[src/adc_eirq_pkg.sv]
// shared constants for the early-interrupt status and input-mode register slice
package adc_eirq_pkg;
    // ---------------------------------------------------------------
    // sizes
    // ---------------------------------------------------------------
    localparam int NUM_CH = 32;
    localparam int DATA_W = 16;
    localparam int ADDR_W = 4;
    localparam int CH_PER_MODE = 8;

    // ---------------------------------------------------------------
    // register offsets (word index on the plain port)
    // ---------------------------------------------------------------
    localparam logic [3:0] OFS_EARLY_IRQ_STATUS_LOW = 4'h0;
    localparam logic [3:0] OFS_EARLY_IRQ_STATUS_HIGH = 4'h1;
    localparam logic [3:0] OFS_INPUT_MODE_CH0_7 = 4'h2;
    localparam logic [3:0] OFS_INPUT_MODE_CH8_15 = 4'h3;
    localparam logic [3:0] OFS_INPUT_MODE_CH16_23 = 4'h4;
    localparam logic [3:0] OFS_EARLY_IRQ_ENABLE_LOW = 4'h5;
    localparam logic [3:0] OFS_EARLY_IRQ_ENABLE_HIGH = 4'h6;
    localparam logic [3:0] OFS_IRQ_STATUS = 4'h7;
    localparam logic [3:0] OFS_IRQ_CLEAR = 4'h8;
    localparam logic [3:0] OFS_IRQ_MASK = 4'h9;

    // ---------------------------------------------------------------
    // field positions and reset values
    // ---------------------------------------------------------------
    localparam int MODE_SIGN_POS = 0;
    localparam int MODE_SELECT_A_POS = 1;
    localparam int MODE_GROUPS = 3;
    localparam int IRQ_BITS = 2;
    localparam int IRQ_EARLY_POS = 0;
    localparam int IRQ_WRITE_ERR_POS = 1;
    localparam logic [15:0] RST_WORD = 16'h0000;
    localparam logic [31:0] RST_WIDE = 32'h0000_0000;
    localparam logic [1:0] RST_IRQ = 2'h0;
endpackage : adc_eirq_pkg

[src/chan_event_if.sv]
// per-channel event wires between the register slice and its flag bank
`timescale 1ns/100ps
interface chan_event_if #(parameter int N = 32);
    logic [N-1:0] set_req;
    logic [N-1:0] clr_req;
    logic [N-1:0] flags;
    modport owner (output set_req, output clr_req, input flags);
    modport bank (input set_req, input clr_req, output flags);
endinterface : chan_event_if

[src/early_flag_bank.sv]
// sticky per-channel early-interrupt flags, set wins over clear
`timescale 1ns/100ps
module early_flag_bank #(
    parameter logic [31:0] IMPL_MASK = 32'hffff_ffff
) (
    // clock and reset
    input wire logic sys_clk,
    input wire logic sys_rst,
    // event wires
    chan_event_if.bank ev
);
    logic [31:0] flag_q;

    // one process owns the whole flag word, so no bit has a second driver
    // set beats clear
    always_ff @(posedge sys_clk or posedge sys_rst) begin
        if (sys_rst) begin
            flag_q <= adc_eirq_pkg::RST_WIDE;
        end else begin
            flag_q <= (ev.set_req | (flag_q & ~ev.clr_req)) & IMPL_MASK;
        end
    end

    assign ev.flags = flag_q;
endmodule : early_flag_bank

[src/adc_early_irq_status_and_input_mode.sv]
// register slice: early-interrupt status, enables and per-channel input mode
`timescale 1ns/100ps
module adc_early_irq_status_and_input_mode #(
    parameter logic [31:0] IMPL_MASK = 32'hffff_ffff,
    parameter logic [31:0] SELECT_A_MASK = 32'hffff_ffff
) (
    // clock and reset
    input wire logic sys_clk,
    input wire logic sys_rst,
    // register port
    input wire logic [3:0] reg_addr,
    input wire logic [15:0] reg_wdata,
    input wire logic reg_wr,
    input wire logic reg_rd,
    output logic [15:0] reg_rdata,
    // converter events
    input wire logic [31:0] early_done,
    input wire logic [31:0] channel_result_buffer_rd,
    // per-channel controls toward the cores
    output logic [23:0] select_a,
    output logic [23:0] sign_select,
    output logic [31:0] early_irq_out,
    // interrupt
    output logic irq
);
    // ---------------------------------------------------------------
    // storage
    // ---------------------------------------------------------------
    logic [31:0] early_irq_enable;
    logic [15:0] input_mode [adc_eirq_pkg::MODE_GROUPS];
    logic [1:0] irq_status;
    logic [1:0] irq_mask;
    logic [31:0] early_fire;
    logic wr_err;
    logic [15:0] next_rdata;
    logic [15:0] mode_mask [adc_eirq_pkg::MODE_GROUPS];

    chan_event_if #(.N(32)) ev ();

    // mask of writable mode bits for one group of eight channels
    function automatic logic [15:0] mode_bits(input int grp);
        logic [15:0] m;
        int ch;
        m = 16'h0000;
        for (int k = 0; k < adc_eirq_pkg::CH_PER_MODE; k++) begin
            ch = grp * adc_eirq_pkg::CH_PER_MODE + k;
            m[2 * k + adc_eirq_pkg::MODE_SIGN_POS] = IMPL_MASK[ch];
            m[2 * k + adc_eirq_pkg::MODE_SELECT_A_POS] = IMPL_MASK[ch] & SELECT_A_MASK[ch];
        end
        return m;
    endfunction : mode_bits

    always_comb begin
        for (int i = 0; i < adc_eirq_pkg::MODE_GROUPS; i++) begin
            mode_mask[i] = mode_bits(i);
        end
    end

    // ---------------------------------------------------------------
    // early interrupt generation
    // ---------------------------------------------------------------
    // gated by enable
    assign early_fire = early_done & early_irq_enable & IMPL_MASK;
    assign early_irq_out = early_fire;
    assign ev.set_req = early_fire;
    assign ev.clr_req = channel_result_buffer_rd;

    early_flag_bank #(.IMPL_MASK(IMPL_MASK)) u_flags (
        .sys_clk(sys_clk),
        .sys_rst(sys_rst),
        .ev(ev.bank)
    );

    // ---------------------------------------------------------------
    // mode outputs
    // ---------------------------------------------------------------
    genvar g;
    generate
        for (g = 0; g < 24; g++) begin : g_mode
            assign select_a[g] = input_mode[g / 8][2 * (g % 8) + adc_eirq_pkg::MODE_SELECT_A_POS];
            assign sign_select[g] = input_mode[g / 8][2 * (g % 8) + adc_eirq_pkg::MODE_SIGN_POS];
        end
    endgenerate

    // ---------------------------------------------------------------
    // register writes
    // ---------------------------------------------------------------
    always_ff @(posedge sys_clk or posedge sys_rst) begin
        if (sys_rst) begin
            early_irq_enable <= adc_eirq_pkg::RST_WIDE;
        end else if (reg_wr && reg_addr == adc_eirq_pkg::OFS_EARLY_IRQ_ENABLE_LOW) begin
            early_irq_enable[15:0] <= reg_wdata & IMPL_MASK[15:0];
        end else if (reg_wr && reg_addr == adc_eirq_pkg::OFS_EARLY_IRQ_ENABLE_HIGH) begin
            early_irq_enable[31:16] <= reg_wdata & IMPL_MASK[31:16];
        end
    end

    always_ff @(posedge sys_clk or posedge sys_rst) begin
        if (sys_rst) begin
            for (int i = 0; i < adc_eirq_pkg::MODE_GROUPS; i++) begin
                input_mode[i] <= adc_eirq_pkg::RST_WORD;
            end
        end else if (reg_wr) begin
            case (reg_addr)
                adc_eirq_pkg::OFS_INPUT_MODE_CH0_7: input_mode[0] <= reg_wdata & mode_mask[0];
                adc_eirq_pkg::OFS_INPUT_MODE_CH8_15: input_mode[1] <= reg_wdata & mode_mask[1];
                adc_eirq_pkg::OFS_INPUT_MODE_CH16_23: input_mode[2] <= reg_wdata & mode_mask[2];
                default: ;
            endcase
        end
    end

    // status registers are flags driven by hardware; writes there are refused
    assign wr_err = reg_wr && (reg_addr == adc_eirq_pkg::OFS_EARLY_IRQ_STATUS_LOW
        || reg_addr == adc_eirq_pkg::OFS_EARLY_IRQ_STATUS_HIGH || reg_addr > adc_eirq_pkg::OFS_IRQ_MASK);

    always_ff @(posedge sys_clk or posedge sys_rst) begin
        if (sys_rst) begin
            irq_mask <= adc_eirq_pkg::RST_IRQ;
        end else if (reg_wr && reg_addr == adc_eirq_pkg::OFS_IRQ_MASK) begin
            irq_mask <= reg_wdata[1:0];
        end
    end

    // ---------------------------------------------------------------
    // interrupt status: set wins over write-one-to-clear
    // ---------------------------------------------------------------
    always_ff @(posedge sys_clk or posedge sys_rst) begin
        if (sys_rst) begin
            irq_status <= adc_eirq_pkg::RST_IRQ;
        end else begin
            irq_status <= (irq_status & ~((reg_wr && reg_addr == adc_eirq_pkg::OFS_IRQ_CLEAR)
                ? reg_wdata[1:0] : 2'h0))
                | {wr_err, |early_fire};
        end
    end

    assign irq = |(irq_status & irq_mask);

    // ---------------------------------------------------------------
    // read path, data one cycle after the strobe
    // ---------------------------------------------------------------
    always_comb begin
        case (reg_addr)
            adc_eirq_pkg::OFS_EARLY_IRQ_STATUS_LOW: next_rdata = ev.flags[15:0];
            adc_eirq_pkg::OFS_EARLY_IRQ_STATUS_HIGH: next_rdata = ev.flags[31:16];
            adc_eirq_pkg::OFS_INPUT_MODE_CH0_7: next_rdata = input_mode[0];
            adc_eirq_pkg::OFS_INPUT_MODE_CH8_15: next_rdata = input_mode[1];
            adc_eirq_pkg::OFS_INPUT_MODE_CH16_23: next_rdata = input_mode[2];
            adc_eirq_pkg::OFS_EARLY_IRQ_ENABLE_LOW: next_rdata = early_irq_enable[15:0];
            adc_eirq_pkg::OFS_EARLY_IRQ_ENABLE_HIGH: next_rdata = early_irq_enable[31:16];
            adc_eirq_pkg::OFS_IRQ_STATUS: next_rdata = {14'h0000, irq_status};
            adc_eirq_pkg::OFS_IRQ_MASK: next_rdata = {14'h0000, irq_mask};
            // clear register is write-only; unmapped reads zero
            default: next_rdata = adc_eirq_pkg::RST_WORD;
        endcase
    end

    always_ff @(posedge sys_clk or posedge sys_rst) begin
        if (sys_rst) begin
            reg_rdata <= adc_eirq_pkg::RST_WORD;
        end else if (reg_rd) begin
            reg_rdata <= next_rdata;
        end else begin
            reg_rdata <= adc_eirq_pkg::RST_WORD;
        end
    end
endmodule : adc_early_irq_status_and_input_mode

[config.mk]
export PLATFORM = sky130hd
export DESIGN_NAME = adc_early_irq_status_and_input_mode
export DESIGN_NICKNAME = d
export VERILOG_FILES = /design/src/adc_eirq_pkg.sv /design/src/chan_event_if.sv /design/src/early_flag_bank.sv /design/src/adc_early_irq_status_and_input_mode.sv
export SDC_FILE = /design/constraint.sdc
export NUM_CORES = 1
export LEC_CHECK = 0
export ABC_AREA = 1
export BUFFER_PORTS_ARGS = -buffer_cell sky130_fd_sc_hd__buf_2
export CAP_MARGIN = 10
export CORE_MARGIN = 10
export CORE_UTILIZATION = 55
export DETAILED_ROUTE_END_ITERATION = 7
export GPL_TIMING_DRIVEN = 0
export PLACE_DENSITY = 0.85
export RECOVER_POWER = 25
export SYNTH_ARGS = -nofsm -noshare
export SYNTH_HDL_FRONTEND = slang
export SYNTH_SLANG_ARGS = --single-unit
[constraint.sdc]
create_clock -name sys_clk -period 7.4 [get_ports sys_clk]
set_clock_uncertainty 0.05 [all_clocks]
set_input_delay 1.11 -clock sys_clk [delete_from_list [all_inputs] [get_ports sys_clk]]
set_output_delay 1.11 -clock sys_clk [all_outputs]
set_load 0.05 [all_outputs]
-- Word-level counts from Yosys, hierarchy flattened
Index checks and enable logic that the tools add are counted.
- add/sub/neg operators: 0
- reductions and logical operators: 14
- divide/modulo/power cells: 0
- eq/ne operators: 9
- magnitude comparators: 1
- multiplexer cells: 3
- $mul: 0
- shift operators: 0
- bitwise logic cells: 9
- operators with widths (kind ; number):
    16-bit one-hot mux with 9 select lines ; 1
    32-bit bitwise AND ; 2
    32-bit NOT ; 1
    32-bit bitwise OR ; 1
    32-bit OR reduction ; 1
    4-bit by 3-bit equality test with 1-bit output (second input constant) ; 4
    16-bit two-way mux ; 1
    4-bit by 2-bit equality test with 1-bit output (second input constant) ; 2
    4-bit equality test (second input constant) ; 2
    2-bit AND reduction ; 4
    1-bit logical AND ; 5
    2-bit bitwise AND ; 2
    4-bit by 1-bit equality test with 1-bit output (second input constant) ; 1
    4-bit > comparator (second input constant) ; 1
    4-bit zero test ; 1
    1-bit logical OR ; 2
    2-bit two-way mux ; 1
    2-bit NOT ; 1
    2-bit bitwise OR ; 1
    2-bit OR reduction ; 1
    1-bit NOT ; 1
- logic and storage cells: 45
- output and inout port bits: 97
- memory bits (read-only): 0
- bits in writable memories: 0
- memories kept: 0
- flip-flop bits (word level): 132
- latch bits: 0
- input bits: 88

-- Logic depth before layout (Yosys ltp)
Gate-level depths: netlist (run 1).
- depth in word-level cells: 6
- depth in mapped cells: 9
- depth with buffers taken out: 9

-- Hierarchy
From an unflattened synthesis (run 1), not the netlist that was laid out.
- cell total of the unflattened synthesis: 832
- area total of the unflattened synthesis: 6175.9 µm²
- by module, submodules not included (module ; area an instance (µm²) ; cells each ; seq. area each (µm²) ; times used):
    adc_early_irq_status_and_input_mode ; 4890.9 ; 671 ; 2502.4 ; 1
    early_flag_bank ; 1285.0 ; 161 ; 800.8 ; 1

-- Worst setup path before layout (run 1)
No wires, ideal clock.
- kind: input -> output
- from: input port early_done[19]
- to: output port early_irq_out[19]
- buffers on the path: 0
- data required time: 6.240 ns
- stages: 2
- slack: 4.758 ns
- arrival time: 1.482 ns
- path through: nand2_1 > inv_1
- cells in the longest elaborated chain, start to end: 1
- ends and longest elaborated chain (what ; line ; text):
    from (decl) ; adc_early_irq_status_and_input_mode.sv:17 ; input wire logic [31:0] early_done,
    32-bit bitwise AND ; adc_early_irq_status_and_input_mode.sv:63 ; assign early_fire = early_done & early_irq_enable & IMPL_MASK;
    to (decl) ; adc_early_irq_status_and_input_mode.sv:22 ; output logic [31:0] early_irq_out,
No other way between the ends.

==> load_flow_metrics.sql, run 1 <==
INSERT INTO impl_metrics (metric_group, metric, value, unit) VALUES
('outcome', 'run_status', 'complete, but fails checks', ''),
('outcome', 'failed_checks', 'max-capacitance violations, max-slew violations', ''),
('yosys', 'largest_family_of_logic_cells_by_synthesized_area', 'simple AND/OR/NAND/NOR gates', ''),
('floorplanning', 'initial_utilization', '0.559', ''),
('worst_setup_path', 'endpoint_kind', 'asynchronous set/reset pin', ''),
('global_routing', 'grt_pass1_wl', '33.2', 'mm'),
('timing', 'fin_tns_setup', '0', 'ns'),
('timing', 'finalMaxSlewViolations', '75', ''),
('yosys', 'ys_seq_area_frac', '0.550', ''),
('hold_path', 'origin_of_the_worst_min_delay_path', 'early_irq_enable[15]$_DFFE_PP0P_', ''),
('drt', 'num_vias', '6085', ''),
('cts', 'tritoncts.num_buffers', '17', ''),
('worst_setup_path', 'worst_setup_path_start_kind', 'input port', ''),
('layout', 'layout.core_utilization', '0.714', ''),
('cts', 'cts.sink_count', '132', ''),
('worst_setup_path', 'r2r_slack', '5.87', 'ns'),
('cts', 'clk_latency', '0.54', 'ns'),
('cts', 'cts_root_buf', 'sky130_fd_sc_hd__clkbuf_8', ''),
('timing', 'fmaxAchievable', '325', 'MHz'),
('worst_setup_path', 'path_delay_family', 'buffers and inverters', ''),
('worst_setup_path', 'worst-path-stages', '2', ''),
('global_routing', 'first_global_vias', '6094', ''),
('layout', 'flow.area_growth_from_synthesis', '27.9', '%'),
('layout', 'finish.net_count', '1045', ''),
('floorplanning', 'die_width', '124', 'um'),
('timing', 'worst-slew-pin-transition', '3.35', 'ns'),
('drt', 'drt-initial-drc-count', '867', ''),
('yosys', 'synth.ff_latch_count', '132', ''),
('run', 'drv.max_cap_violation_count', '1', ''),
('cts', 'max-clock-path-buffers', '2', ''),
('yosys', 'post_synth_xor_area_fraction', '0', ''),
('power', 'power.clock.fraction', '0.331', ''),
('power', 'p_sw', '921', 'uW'),
('yosys', 'post_synth_num_cell_types', '21', ''),
('placement', 'placed_cell_area', '7130', 'um^2'),
('worst_setup_path', 'worstPathCellList', 'clkbuf_1 > clkinvlp_2', ''),
('floorplanning', 'design.die.area', '15500', 'um^2'),
('global_routing', 'grt_usage', '0.272', ''),
('worst_setup_path', 'worst_ep_required_time', '7.44', 'ns'),
('power', 'netSwitchingFraction', '0.381', ''),
('worst_setup_path', 'critical_path.reg2reg.endpoint', 'irq_status[0]$_DFF_PP0_', ''),
('worst_setup_path', 'slowest_stage', 'sky130_fd_sc_hd__clkinvlp_2', ''),
('yosys', 'synthCells', '754', ''),
('layout', 'number_of_diodes', '0', ''),
('worst_setup_path', 'crit_path_max_fanout', '75', ''),
('placement', 'detailedPlacementHpwl', '15.0', 'mm'),
('cts', 'cts_resized', '0', ''),
('drt', 'routed_via_density', '5.49', ''),
('layout', 'layout-drive-gt1-share', '0.258', ''),
('timing', 'report.final.hold_viol_count', '0', ''),
('timing', 'unrepaired_setup_endpoints_after_global_routing', 'false', ''),
('power', 'power-per-cell-area', '315', 'nW/um^2'),
('yosys', 'netlist.top_cell.by_area', 'sky130_fd_sc_hd__dfrtp_1', ''),
('hold_path', 'min_path_type', 'flip-flop to flip-flop', ''),
('worst_setup_path', 'cp_slowest_stage_delay', '1.87', 'ns'),
('power', 'seqPwrFrac', '0.395', ''),
('floorplanning', 'io_pins', '185', ''),
('worst_setup_path', 'reg2reg_from', 'early_irq_enable[8]$_DFFE_PP0P_', ''),
('worst_setup_path', 'reg2regPathDepth', '6', ''),
('global_routing', 'antenna_found_initial', '0', ''),
('yosys', 'synthesis.area_per_instance', '7.96', 'um^2'),
('drt', 'wire_length_after_detailed_routing', '21.2', 'mm'),
('hold_path', 'hold_path_depth', '2', ''),
('cts', 'cts_clk_pin_slew_worst_paths', '0.06', 'ns'),
('cts', 'cts.repair_timing.setup_buffer_count', '0', ''),
('cts', 'cts_hold_buffers', '0', ''),
('timing', 'max_slew_margin', '-1.25', ''),
('yosys', 'synth_compound_gate_area_share', '0.115', ''),
('worst_setup_path', 'critical_path_arrival', '3.12', 'ns'),
('cts', 'cts_tree', 'built', ''),
('floorplanning', 'core-area', '10700', 'um^2');
-- registers in the layout, indices dropped and copies added, names as in the netlist --
name              flops
early_irq_enable     32
u_flags.ev.flags     32
select_a             24
sign_select          24
reg_rdata            16
irq_mask              2
irq_status            2
-- cells in the mapped netlist --
cell type	number
sky130_fd_sc_hd__buf_4	4
sky130_fd_sc_hd__nor2_2	3
sky130_fd_sc_hd__a22o_1	1
sky130_fd_sc_hd__nor3_1	5
sky130_fd_sc_hd__buf_6	2
sky130_fd_sc_hd__inv_2	3
sky130_fd_sc_hd__nand2_2	6
sky130_fd_sc_hd__o21ai_1	33
sky130_fd_sc_hd__o21ai_0	82
sky130_fd_sc_hd__and3_1	1
sky130_fd_sc_hd__nor2_1	49
sky130_fd_sc_hd__nor2_4	3
sky130_fd_sc_hd__nor2_8	1
sky130_fd_sc_hd__buf_2	14
sky130_fd_sc_hd__dfrtp_1	132
sky130_fd_sc_hd__nand2_4	1
sky130_fd_sc_hd__nand2_1	240
sky130_fd_sc_hd__inv_1	94
sky130_fd_sc_hd__a21oi_1	21
sky130_fd_sc_hd__clkbuf_1	8
sky130_fd_sc_hd__nand3_1	51
-- cell type report --
cell class,count,area [um^2]
multi-input cells,497,2180
clock inverters,10,109
well taps,140,175
inverters,97,365
clock buffers,20,445
plain buffers,28,153
repair buffers,184,942
flip-flops and latches,132,3300
fillers,890,3070
-- worst max-delay path by stage --
| stage | to | slack [ns] |
|---|---|---|
| 2_1_floorplan | early_irq_enable[0]$_DFFE_PP0P_ | 2.71 |
| 3_3_place_gp | u_flags.ev.flags[22]$_DFF_PP0_ | 1.29 |
| 3_5_place_dp | early_irq_out[2] | 4.62 |
| 4_1_cts | early_irq_out[2] | 4.62 |
| 5_1_grt | u_flags.ev.flags[9]$_DFF_PP0_ | 3.82 |
| 6_report | u_flags.ev.flags[24]$_DFF_PP0_ | 4.32 |
-- power groups by stage --
stage | clock network, mW | registers [mW] | logic, mW
after floorplan | 0 | 1.15 | 0.261
after global placement | 0 | 0.956 | 0.647
after detailed placement | 0 | 0.962 | 0.659
after CTS | 0.801 | 0.952 | 0.665
after global routing | 0.833 | 0.970 | 0.712
final | 0.801 | 0.957 | 0.662
-- per-stage QoR --
step                      hold WS (ns)  total power, mW  setup WS, ns
final                            0.467             2.42          4.32
after global routing             0.471             2.52          3.82
after CTS                        0.460             2.42          4.62
after detailed placement         0.445             1.62          4.62
after global placement           0.429             1.60          1.29
after floorplan                  0.424             1.41          2.71
-- cell families after synthesis --
family,count (synthesis)
AOI/OAI and AO/OA,137
DFF,132
buffers and inverters,125
and+or+nand+nor,360
-- metal layers --
metal / global-route usage / vias up / part of all wire
li1: - / 2771 / -
met1: 0.339 / 2867 / 0.38
met2: 0.438 / 388 / 0.48
met3: 0.0702 / 59 / 0.12
met4: 0.114 / 0 / 0.027
met5: 0 / - / 0
-- cell usage in the layout, fill, tap and decap left out, drive strengths merged --
cell type and instances:
a21oi 21, clkinv 6, clkbuf 29, nor2 56, dfrtp 132, a22o 1
buf 203, o21ai 115, nand2 247, nand3 51, inv 96, and3 1
clkinvlp 3, bufinv 2, nor3 5
(Power assumes the default switching activity.)
==> inputs of run 2 (changes only) <==
--- a/config.mk
+++ b/config.mk
@@ -9,10 +9,10 @@
 export BUFFER_PORTS_ARGS = -buffer_cell sky130_fd_sc_hd__buf_2
 export CAP_MARGIN = 10
 export CORE_MARGIN = 10
-export CORE_UTILIZATION = 55
+export CORE_UTILIZATION = 46
 export DETAILED_ROUTE_END_ITERATION = 7
 export GPL_TIMING_DRIVEN = 0
-export PLACE_DENSITY = 0.85
+export PLACE_DENSITY = 0.76
 export RECOVER_POWER = 25
 export SYNTH_ARGS = -nofsm -noshare
 export SYNTH_HDL_FRONTEND = slang
==> constraint.sdc (replaced) <==
create_clock -name sys_clk -period 2.6 [get_ports sys_clk]
set_clock_uncertainty 0.05 [all_clocks]
set_input_delay 0.39 -clock sys_clk [delete_from_list [all_inputs] [get_ports sys_clk]]
set_output_delay 0.39 -clock sys_clk [all_outputs]
set_load 0.05 [all_outputs]
==> run 2 against run 1 <==
- the run now ends clean
- first-iteration DRC count is 34% lower
- via count is 2.6% lower
- cell area is 1.6% higher
- power grew to 2.9 times the previous value
- sequential share of layout area is 0.66 points lower
- final cell count is 3.3% higher
- global-route usage is 3.0 points lower
- non-clock buffer count is 3 higher
- clock power grew to 3.1 times the previous value
- combinational power grew to 2.9 times the previous value
- critical endpoint is now early_irq_enable[6]$_DFFE_PP0P_
- largest cell class unchanged
- largest power group unchanged
==> load_flow_metrics.sql, run 2 (synthesis results as in run 1) <==
INSERT INTO impl_metrics (metric_group, metric, value, unit) VALUES
('layout', 'most_frequent_standard_cell_in_the_layout_excluding_fill_and_tap_cells', 'sky130_fd_sc_hd__nand2_1', ''),
('worst_setup_path', 'worst_setup_path_start_kind', 'input port', ''),
('cts', 'cts_max_level', '4', ''),
('global_routing', 'grt.overflow.total', '0', ''),
('worst_setup_path', 'timing.critical_path.buf_inv', '3', ''),
('layout', 'number_of_diodes', '0', ''),
('layout', 'layout-drive-gt1-share', '0.258', ''),
('cts', 'cts.sink_count', '132', ''),
('worst_setup_path', 'worstPathCellList', 'clkbuf_1 > inv_1 > nand2_2 > nor2_1 > nand2_2 > buf_2 > nand2_1 > o21ai_0', ''),
('worst_setup_path', 'crit_path_max_fanout', '10', ''),
('cts', 'max-clock-path-buffers', '2', ''),
('power', 'power-per-cell-area', '908', 'nW/um^2'),
('timing', 'unrepaired_setup_endpoints_after_global_routing', 'false', ''),
('timing', 'fin_hold_ws', '0.0872', 'ns'),
('placement', 'placement.io_buffers', '183', ''),
('hold_path', 'min_path_type', 'input port to flip-flop', ''),
('timing', 'finalMaxSlewViolations', '0', ''),
('worst_setup_path', 'cp_slowest_stage_delay', '0.70', 'ns'),
('drt', 'num_vias', '5927', ''),
('floorplanning', 'die_width', '134', 'um'),
('power', 'power.leakage', '4.50', 'nW'),
('run', 'drv.max_cap_violation_count', '0', ''),
('placement', 'gpl.final_weighted_congestion', '0.888', ''),
('worst_setup_path', 'worst_ep_required_time', '2.85', 'ns'),
('placement', 'detailedPlacementHpwl', '15.7', 'mm'),
('cts', 'cts.repair_timing.setup_buffer_count', '0', ''),
('worst_setup_path', 'slowest_stage', 'sky130_fd_sc_hd__nor2_1', ''),
('floorplanning', 'design.die.area', '18000', 'um^2'),
('layout', 'flow.area_growth_from_synthesis', '29.9', '%'),
('worst_setup_path', 'path_delay_family', 'simple AND/OR/NAND/NOR gates', ''),
('floorplanning', 'die-height', '134', 'um'),
('power', 'vdd_ir_drop_max', '0.000503', 'V'),
('drt', 'detail_route.wl_per_cell', '18.9', 'um'),
('global_routing', 'grt_pass1_wl', '33.3', 'mm'),
('floorplanning', 'core-area', '12700', 'um^2'),
('timing', 'setup_viol', '0', ''),
('floorplanning', 'io_pins', '185', ''),
('power', 'totalPowerFinal', '7.08', 'mW'),
('global_routing', 'maximum_number_of_pins_on_one_net_before_global_route_repair', '43', ''),
('worst_setup_path', 'endpoint_kind', 'flip-flop', ''),
('layout', 'layout.core_utilization', '0.613', ''),
('cts', 'cts_clk_pin_slew_worst_paths', '0.05', 'ns'),
('timing', 'finalCritPeriodShare', '0.721', ''),
('drt', 'wire_length_after_detailed_routing', '21.7', 'mm'),
('drt', 'drt-initial-drc-count', '572', ''),
('drt', 'detail_route.drc_violations', '0', ''),
('cts', 'cts_tree', 'built', ''),
('timing', 'report.final.hold_viol_count', '0', ''),
('timing', 'fin_tns_setup', '0', 'ns'),
('cts', 'clk_latency', '0.43', 'ns'),
('cts', 'tritoncts.num_buffers', '17', ''),
('layout', 'finish.net_count', '1048', ''),
('floorplanning', 'floorplan.rows', '41', ''),
('timing', 'fmaxAchievable', '534', 'MHz'),
('global_routing', 'antenna_found_initial', '0', ''),
('worst_setup_path', 'cpMostUsedCell', 'sky130_fd_sc_hd__nand2_2', ''),
('worst_setup_path', 'critical_path_arrival', '2.13', 'ns'),
('layout', 'layout.filler_cells', '1182', ''),
('timing', 'minimum_period_implied_by_the_final_worst_setup_slack', '1.87', 'ns'),
('drt', 'firstDrtPassIters', '5', ''),
('floorplanning', 'initial_utilization', '0.472', ''),
('cts', 'cts_root_buf', 'sky130_fd_sc_hd__clkbuf_16', ''),
('drt', 'routed_via_density', '5.18', ''),
('global_routing', 'grt_usage', '0.242', ''),
('timing', 'max_slew_margin', '0.337', ''),
('outcome', 'run_status', 'complete, no violations', ''),
('drt', 'ant_nets', '0', ''),
('global_routing', 'first_global_vias', '6026', ''),
('worst_setup_path', 'criticalPathCategory', 'input port to flip-flop', ''),
('timing', 'worst-slew-pin-transition', '0.988', 'ns'),
('layout', 'mostFrequentLayoutCells', 'sky130_fd_sc_hd__nand2_1 (240), sky130_fd_sc_hd__buf_2 (194), sky130_fd_sc_hd__dfrtp_1 (132)', '');
[run 2: power breakdown]
group | leakage (nW) | total (mW) | internal [mW] | switching [mW]
clock network | 0.305 | 2.47 | 1.60 | 0.879
registers | 1.69 | 2.72 | 2.43 | 0.287
logic | 2.51 | 1.89 | 0.444 | 1.44
total | 4.50 | 7.08 | 4.47 | 2.61
[run 2: final timing paths]
kind,cells after the start,slack [ns],to,startpoint
worst max-delay path,8,0.73,early_irq_enable[6]$_DFFE_PP0P_,reg_addr[3]
worst min-delay path,2,0.09,u_flags.ev.flags[1]$_DFF_PP0_,channel_result_buffer_rd[1]
worst max register to register,6,1.11,irq_status[0]$_DFF_PP0_,early_irq_enable[9]$_DFFE_PP0P_
worst min register to register,2,0.46,sign_select[11]$_DFFE_PP0P_,sign_select[11]$_DFFE_PP0P_
max in group asynchronous,5,0.94,early_irq_enable[19]$_DFFE_PP0P_,sys_rst
min in group asynchronous,3,0.63,early_irq_enable[29]$_DFFE_PP0P_,sys_rst
[run 2: through the flow]
step                      cells  setup WS, ns  instance area (um^2)
after floorplan             754         0.523                  6010
after global placement     1109        -0.311                  7140
after detailed placement   1112         0.660                  7200
after CTS                  1145         0.883                  7820
after global routing       1145         0.607                  7790
final                      1145         0.726                  7790
[run 2: per-layer routing]
| layer | share of wire | GRT usage | up-vias |
|---|---|---|---|
| met5 | 0 | 0 | - |
| met4 | 0.028 | 0.0992 | 0 |
| met1 | 0.41 | 0.298 | 2774 |
| met2 | 0.47 | 0.385 | 318 |
| met3 | 0.097 | 0.0736 | 46 |
| li1 | - | - | 2789 |
[run 2: area by class of cell]
class                           count  area, um^2  area share
Clock buffer                       22         484      0.0621
Timing Repair Buffer              187         985       0.126
Multi-Input combinational cell    497        2160       0.278
Tap cell                          172         215      0.0276
Buffer                             28         151      0.0194
Sequential cell                   132        3300       0.424
Clock inverter                     10         128      0.0164
Inverter                           97         365      0.0469
[run 2: what timing repair did]
action                                 in CTS  in global routing
hold buffers                                1                  0
endpoints found under the hold margin      18                  0
gates resized for setup                     0                  0
[run 2: worst reg2reg max path, stage by stage (launching register included)]
cell	delay [ns]
sky130_fd_sc_hd__dfrtp_1	0.41
sky130_fd_sc_hd__nand2_1	0.10
sky130_fd_sc_hd__nand2_1	0.08
sky130_fd_sc_hd__nor3_1	0.38
sky130_fd_sc_hd__nand2_1	0.17
sky130_fd_sc_hd__nor2_1	0.11
sky130_fd_sc_hd__nand3_1	0.08
==> inputs of run 3 (changes only) <==
==> constraint.sdc (replaced) <==
create_clock -name sys_clk -period 1.5 [get_ports sys_clk]
set_clock_uncertainty 0.05 [all_clocks]
set_input_delay 0.225 -clock sys_clk [delete_from_list [all_inputs] [get_ports sys_clk]]
set_output_delay 0.225 -clock sys_clk [all_outputs]
set_load 0.05 [all_outputs]
==> run 3 against run 2 <==
- the flow now finishes with violations (negative setup slack)
- global-route usage rose by 1.1 points
- sequential power rose by 73%
- setup slack got worse by 0.75 ns
- core utilization rose by 4.7 points
- worst hold slack got worse by 0.080 ns
- sequential share of layout area fell by 3.0 points
- critical path depth fell by 6
- wire length rose by 5.2%
- die area did not move
- final cell count rose by 4.4%
- power rose by 78%
- critical endpoint is now irq
- highest routed layer unchanged
==> load_flow_metrics.sql, run 3 (synthesis results as in run 1) <==
INSERT INTO impl_metrics (metric_group, metric, value, unit) VALUES
('layout', 'register_area', '3300', 'um^2'),
('run', 'drv.max_cap_violation_count', '0', ''),
('floorplanning', 'io_pins', '185', ''),
('timing', 'worst-slew-pin-transition', '0.808', 'ns'),
('power', 'cellInternalPower', '7.99', 'mW'),
('floorplanning', 'design.die.area', '18000', 'um^2'),
('drt', 'drt-initial-drc-count', '659', ''),
('placement', 'detailedPlacementHpwl', '15.7', 'mm'),
('layout', 'mostFrequentLayoutCells', 'sky130_fd_sc_hd__nand2_1 (240), sky130_fd_sc_hd__buf_2 (161), sky130_fd_sc_hd__dfrtp_1 (132)', ''),
('layout', 'layout-drive-gt1-share', '0.255', ''),
('cts', 'clk_latency', '0.43', 'ns'),
('placement', 'placed_cell_area', '7200', 'um^2'),
('power', 'power.leakage', '4.74', 'nW'),
('layout', 'multi_input_area', '2180', 'um^2'),
('layout', 'layout.core_utilization', '0.660', ''),
('drt', 'ant_nets', '0', ''),
('layout', 'number_of_diodes', '0', ''),
('floorplanning', 'die_width', '134', 'um'),
('timing', 'unrepaired_setup_endpoints_after_global_routing', 'true', ''),
('drt', 'routed_via_density', '5.21', ''),
('worst_setup_path', 'worst_ep_required_time', '1.22', 'ns'),
('drt', 'wire_length_after_detailed_routing', '22.8', 'mm'),
('cts', 'max-clock-path-buffers', '2', ''),
('global_routing', 'maximum_number_of_pins_on_one_net_before_global_route_repair', '43', ''),
('timing', 'timing.final.ws_setup', '-0.0190', 'ns'),
('timing', 'minimum_period_implied_by_the_final_worst_setup_slack', '1.52', 'ns'),
('timing', 'setup_viol', '3', ''),
('cts', 'cts_tree', 'built', ''),
('global_routing', 'grt.overflow.total', '0', ''),
('worst_setup_path', 'endpoint_kind', 'output pin', ''),
('timing', 'fin_hold_ws', '0.00714', 'ns'),
('global_routing', 'antenna_found_initial', '0', ''),
('global_routing', 'grt_usage', '0.253', ''),
('power', 'seqPwrFrac', '0.374', ''),
('worst_setup_path', 'criticalPathCategory', 'flip-flop to output pin', ''),
('floorplanning', 'floorplan.rows', '41', ''),
('worst_setup_path', 'worst_setup_path_start_kind', 'flip-flop', ''),
('worst_setup_path', 'r2r_slack', '0.10', 'ns'),
('layout', 'finish.instance_area', '8400', 'um^2'),
('drt', 'detail_route.drc_violations', '0', ''),
('floorplanning', 'core-area', '12700', 'um^2'),
('layout', 'most_frequent_standard_cell_in_the_layout_excluding_fill_and_tap_cells', 'sky130_fd_sc_hd__nand2_1', ''),
('floorplanning', 'initial_utilization', '0.472', ''),
('layout', 'flow.area_growth_from_synthesis', '39.9', '%'),
('drt', 'num_vias', '6231', ''),
('timing', 'finalCritPeriodShare', '1.01', ''),
('cts', 'cts_max_level', '4', ''),
('placement', 'gpl.final_weighted_congestion', '0.888', ''),
('outcome', 'failed_checks', 'negative setup slack', ''),
('power', 'netSwitchingFraction', '0.365', ''),
('cts', 'cts_root_buf', 'sky130_fd_sc_hd__clkbuf_16', ''),
('floorplanning', 'die-height', '134', 'um'),
('layout', 'finish.net_count', '1098', ''),
('power', 'vdd_ir_drop_max', '0.000868', 'V'),
('timing', 'fmaxAchievable', '658', 'MHz'),
('power', 'power.clock.fraction', '0.340', ''),
('power', 'totalPowerFinal', '12.6', 'mW'),
('global_routing', 'grt_pass1_wl', '34.9', 'mm'),
('timing', 'max_slew_margin', '0.461', ''),
('drt', 'firstDrtPassIters', '7', ''),
('outcome', 'run_status', 'complete, but fails checks', ''),
('layout', 'layout.filler_cells', '1091', ''),
('power', 'p_sw', '4.60', 'mW'),
('cts', 'cts.sink_count', '132', ''),
('timing', 'finalMaxSlewViolations', '0', ''),
('worst_setup_path', 'crit_path_max_fanout', '3', ''),
('power', 'power-per-cell-area', '1500', 'nW/um^2'),
('placement', 'placed_cells_incl_taps', '1112', ''),
('hold_path', 'min_path_type', 'input port to flip-flop', ''),
('cts', 'cts_clk_pin_slew_worst_paths', '0.06', 'ns'),
('global_routing', 'first_global_vias', '6414', ''),
('drt', 'detail_route.wl_per_cell', '19.1', 'um'),
('layout', 'instances_no_fill', '1195', ''),
('worst_setup_path', 'critical_path_arrival', '1.24', 'ns'),
('power', 'share_comb_of_total_power', '0.285', ''),
('timing', 'report.final.hold_viol_count', '0', ''),
('placement', 'placement.io_buffers', '183', ''),
('cts', 'tritoncts.num_buffers', '17', '');
-- run 3: changes by cell type in the layout (fill, tap and decap cells not counted), sizes merged --
| cell | change |
|---|---|
| clkbuf | +3 |
| buf | +3 |
| dlygate4sd3 | +44 |
-- run 3: cell type report --
cell class              count  area share
plain buffers              28      0.0182
clock buffers              22      0.0577
clock inverters            10      0.0152
inverters                  97      0.0438
multi-input cells         497       0.259
flip-flops and latches    132       0.393
well taps                 172      0.0256
repair buffers            237       0.187
-- run 3: layer usage --
metal  global-route usage  wire length (um)  vias up
met2                0.410             11000      317
met4                0.108               675        0
met5                    0                 0        -
met1                0.307              9070     2966
met3               0.0739              2070       51
li1                     -                 -     2897
-- run 3: critical path, cell delays in order, from the launching register on --
cell and delay [ns]:
sky130_fd_sc_hd__dfrtp_1 0.41, sky130_fd_sc_hd__a22o_1 0.25, sky130_fd_sc_hd__buf_6 0.15
-- run 3: power by group through the flow --
stage / combinational (mW) / sequential [mW] / clock [mW]
floorplan: 1.29 / 5.67 / 0
global placement: 3.21 / 4.72 / 0
detailed placement: 3.28 / 4.74 / 0
CTS: 3.49 / 4.69 / 4.32
global route: 3.86 / 4.78 / 4.52
finish: 3.59 / 4.71 / 4.29
-- run 3: repair_timing --
action	4_1_cts	5_1_grt
resized for setup	21	40
hold buffers	45	0
setup endpoints to repair	20	29
endpoints found under the hold margin	52	0
cloned	0	0
pin swaps	0	0
setup buffers	0	6
-- run 3: through the flow --
| stage | worst slack [ns] | setup TNS [ns] |
|---|---|---|
| floorplan | -0.412 | -54.41 |
| global placement | -1.25 | -167.52 |
| detailed placement | -0.275 | -5.54 |
| CTS | -0.0109 | -0.0109 |
| global route | -0.0471 | -0.312 |
| finish | -0.0190 | -0.0237 |
-- run 3: path summary, 6_finish.rpt --
kind / startpoint / to / cells past startpoint
hold reg to reg: sign_select[7]$_DFFE_PP0P_ / sign_select[7]$_DFFE_PP0P_ / 2
max in group asynchronous: sys_rst / early_irq_enable[21]$_DFFE_PP0P_ / 4
setup / recovery: irq_status[1]$_DFF_PP0_ / irq / 2
min in group asynchronous: sys_rst / reg_rdata[14]$_DFF_PP0_ / 3
setup reg to reg: early_irq_enable[18]$_DFFE_PP0P_ / irq_status[0]$_DFF_PP0_ / 6
hold / removal: early_done[20] / u_flags.ev.flags[20]$_DFF_PP0_ / 3
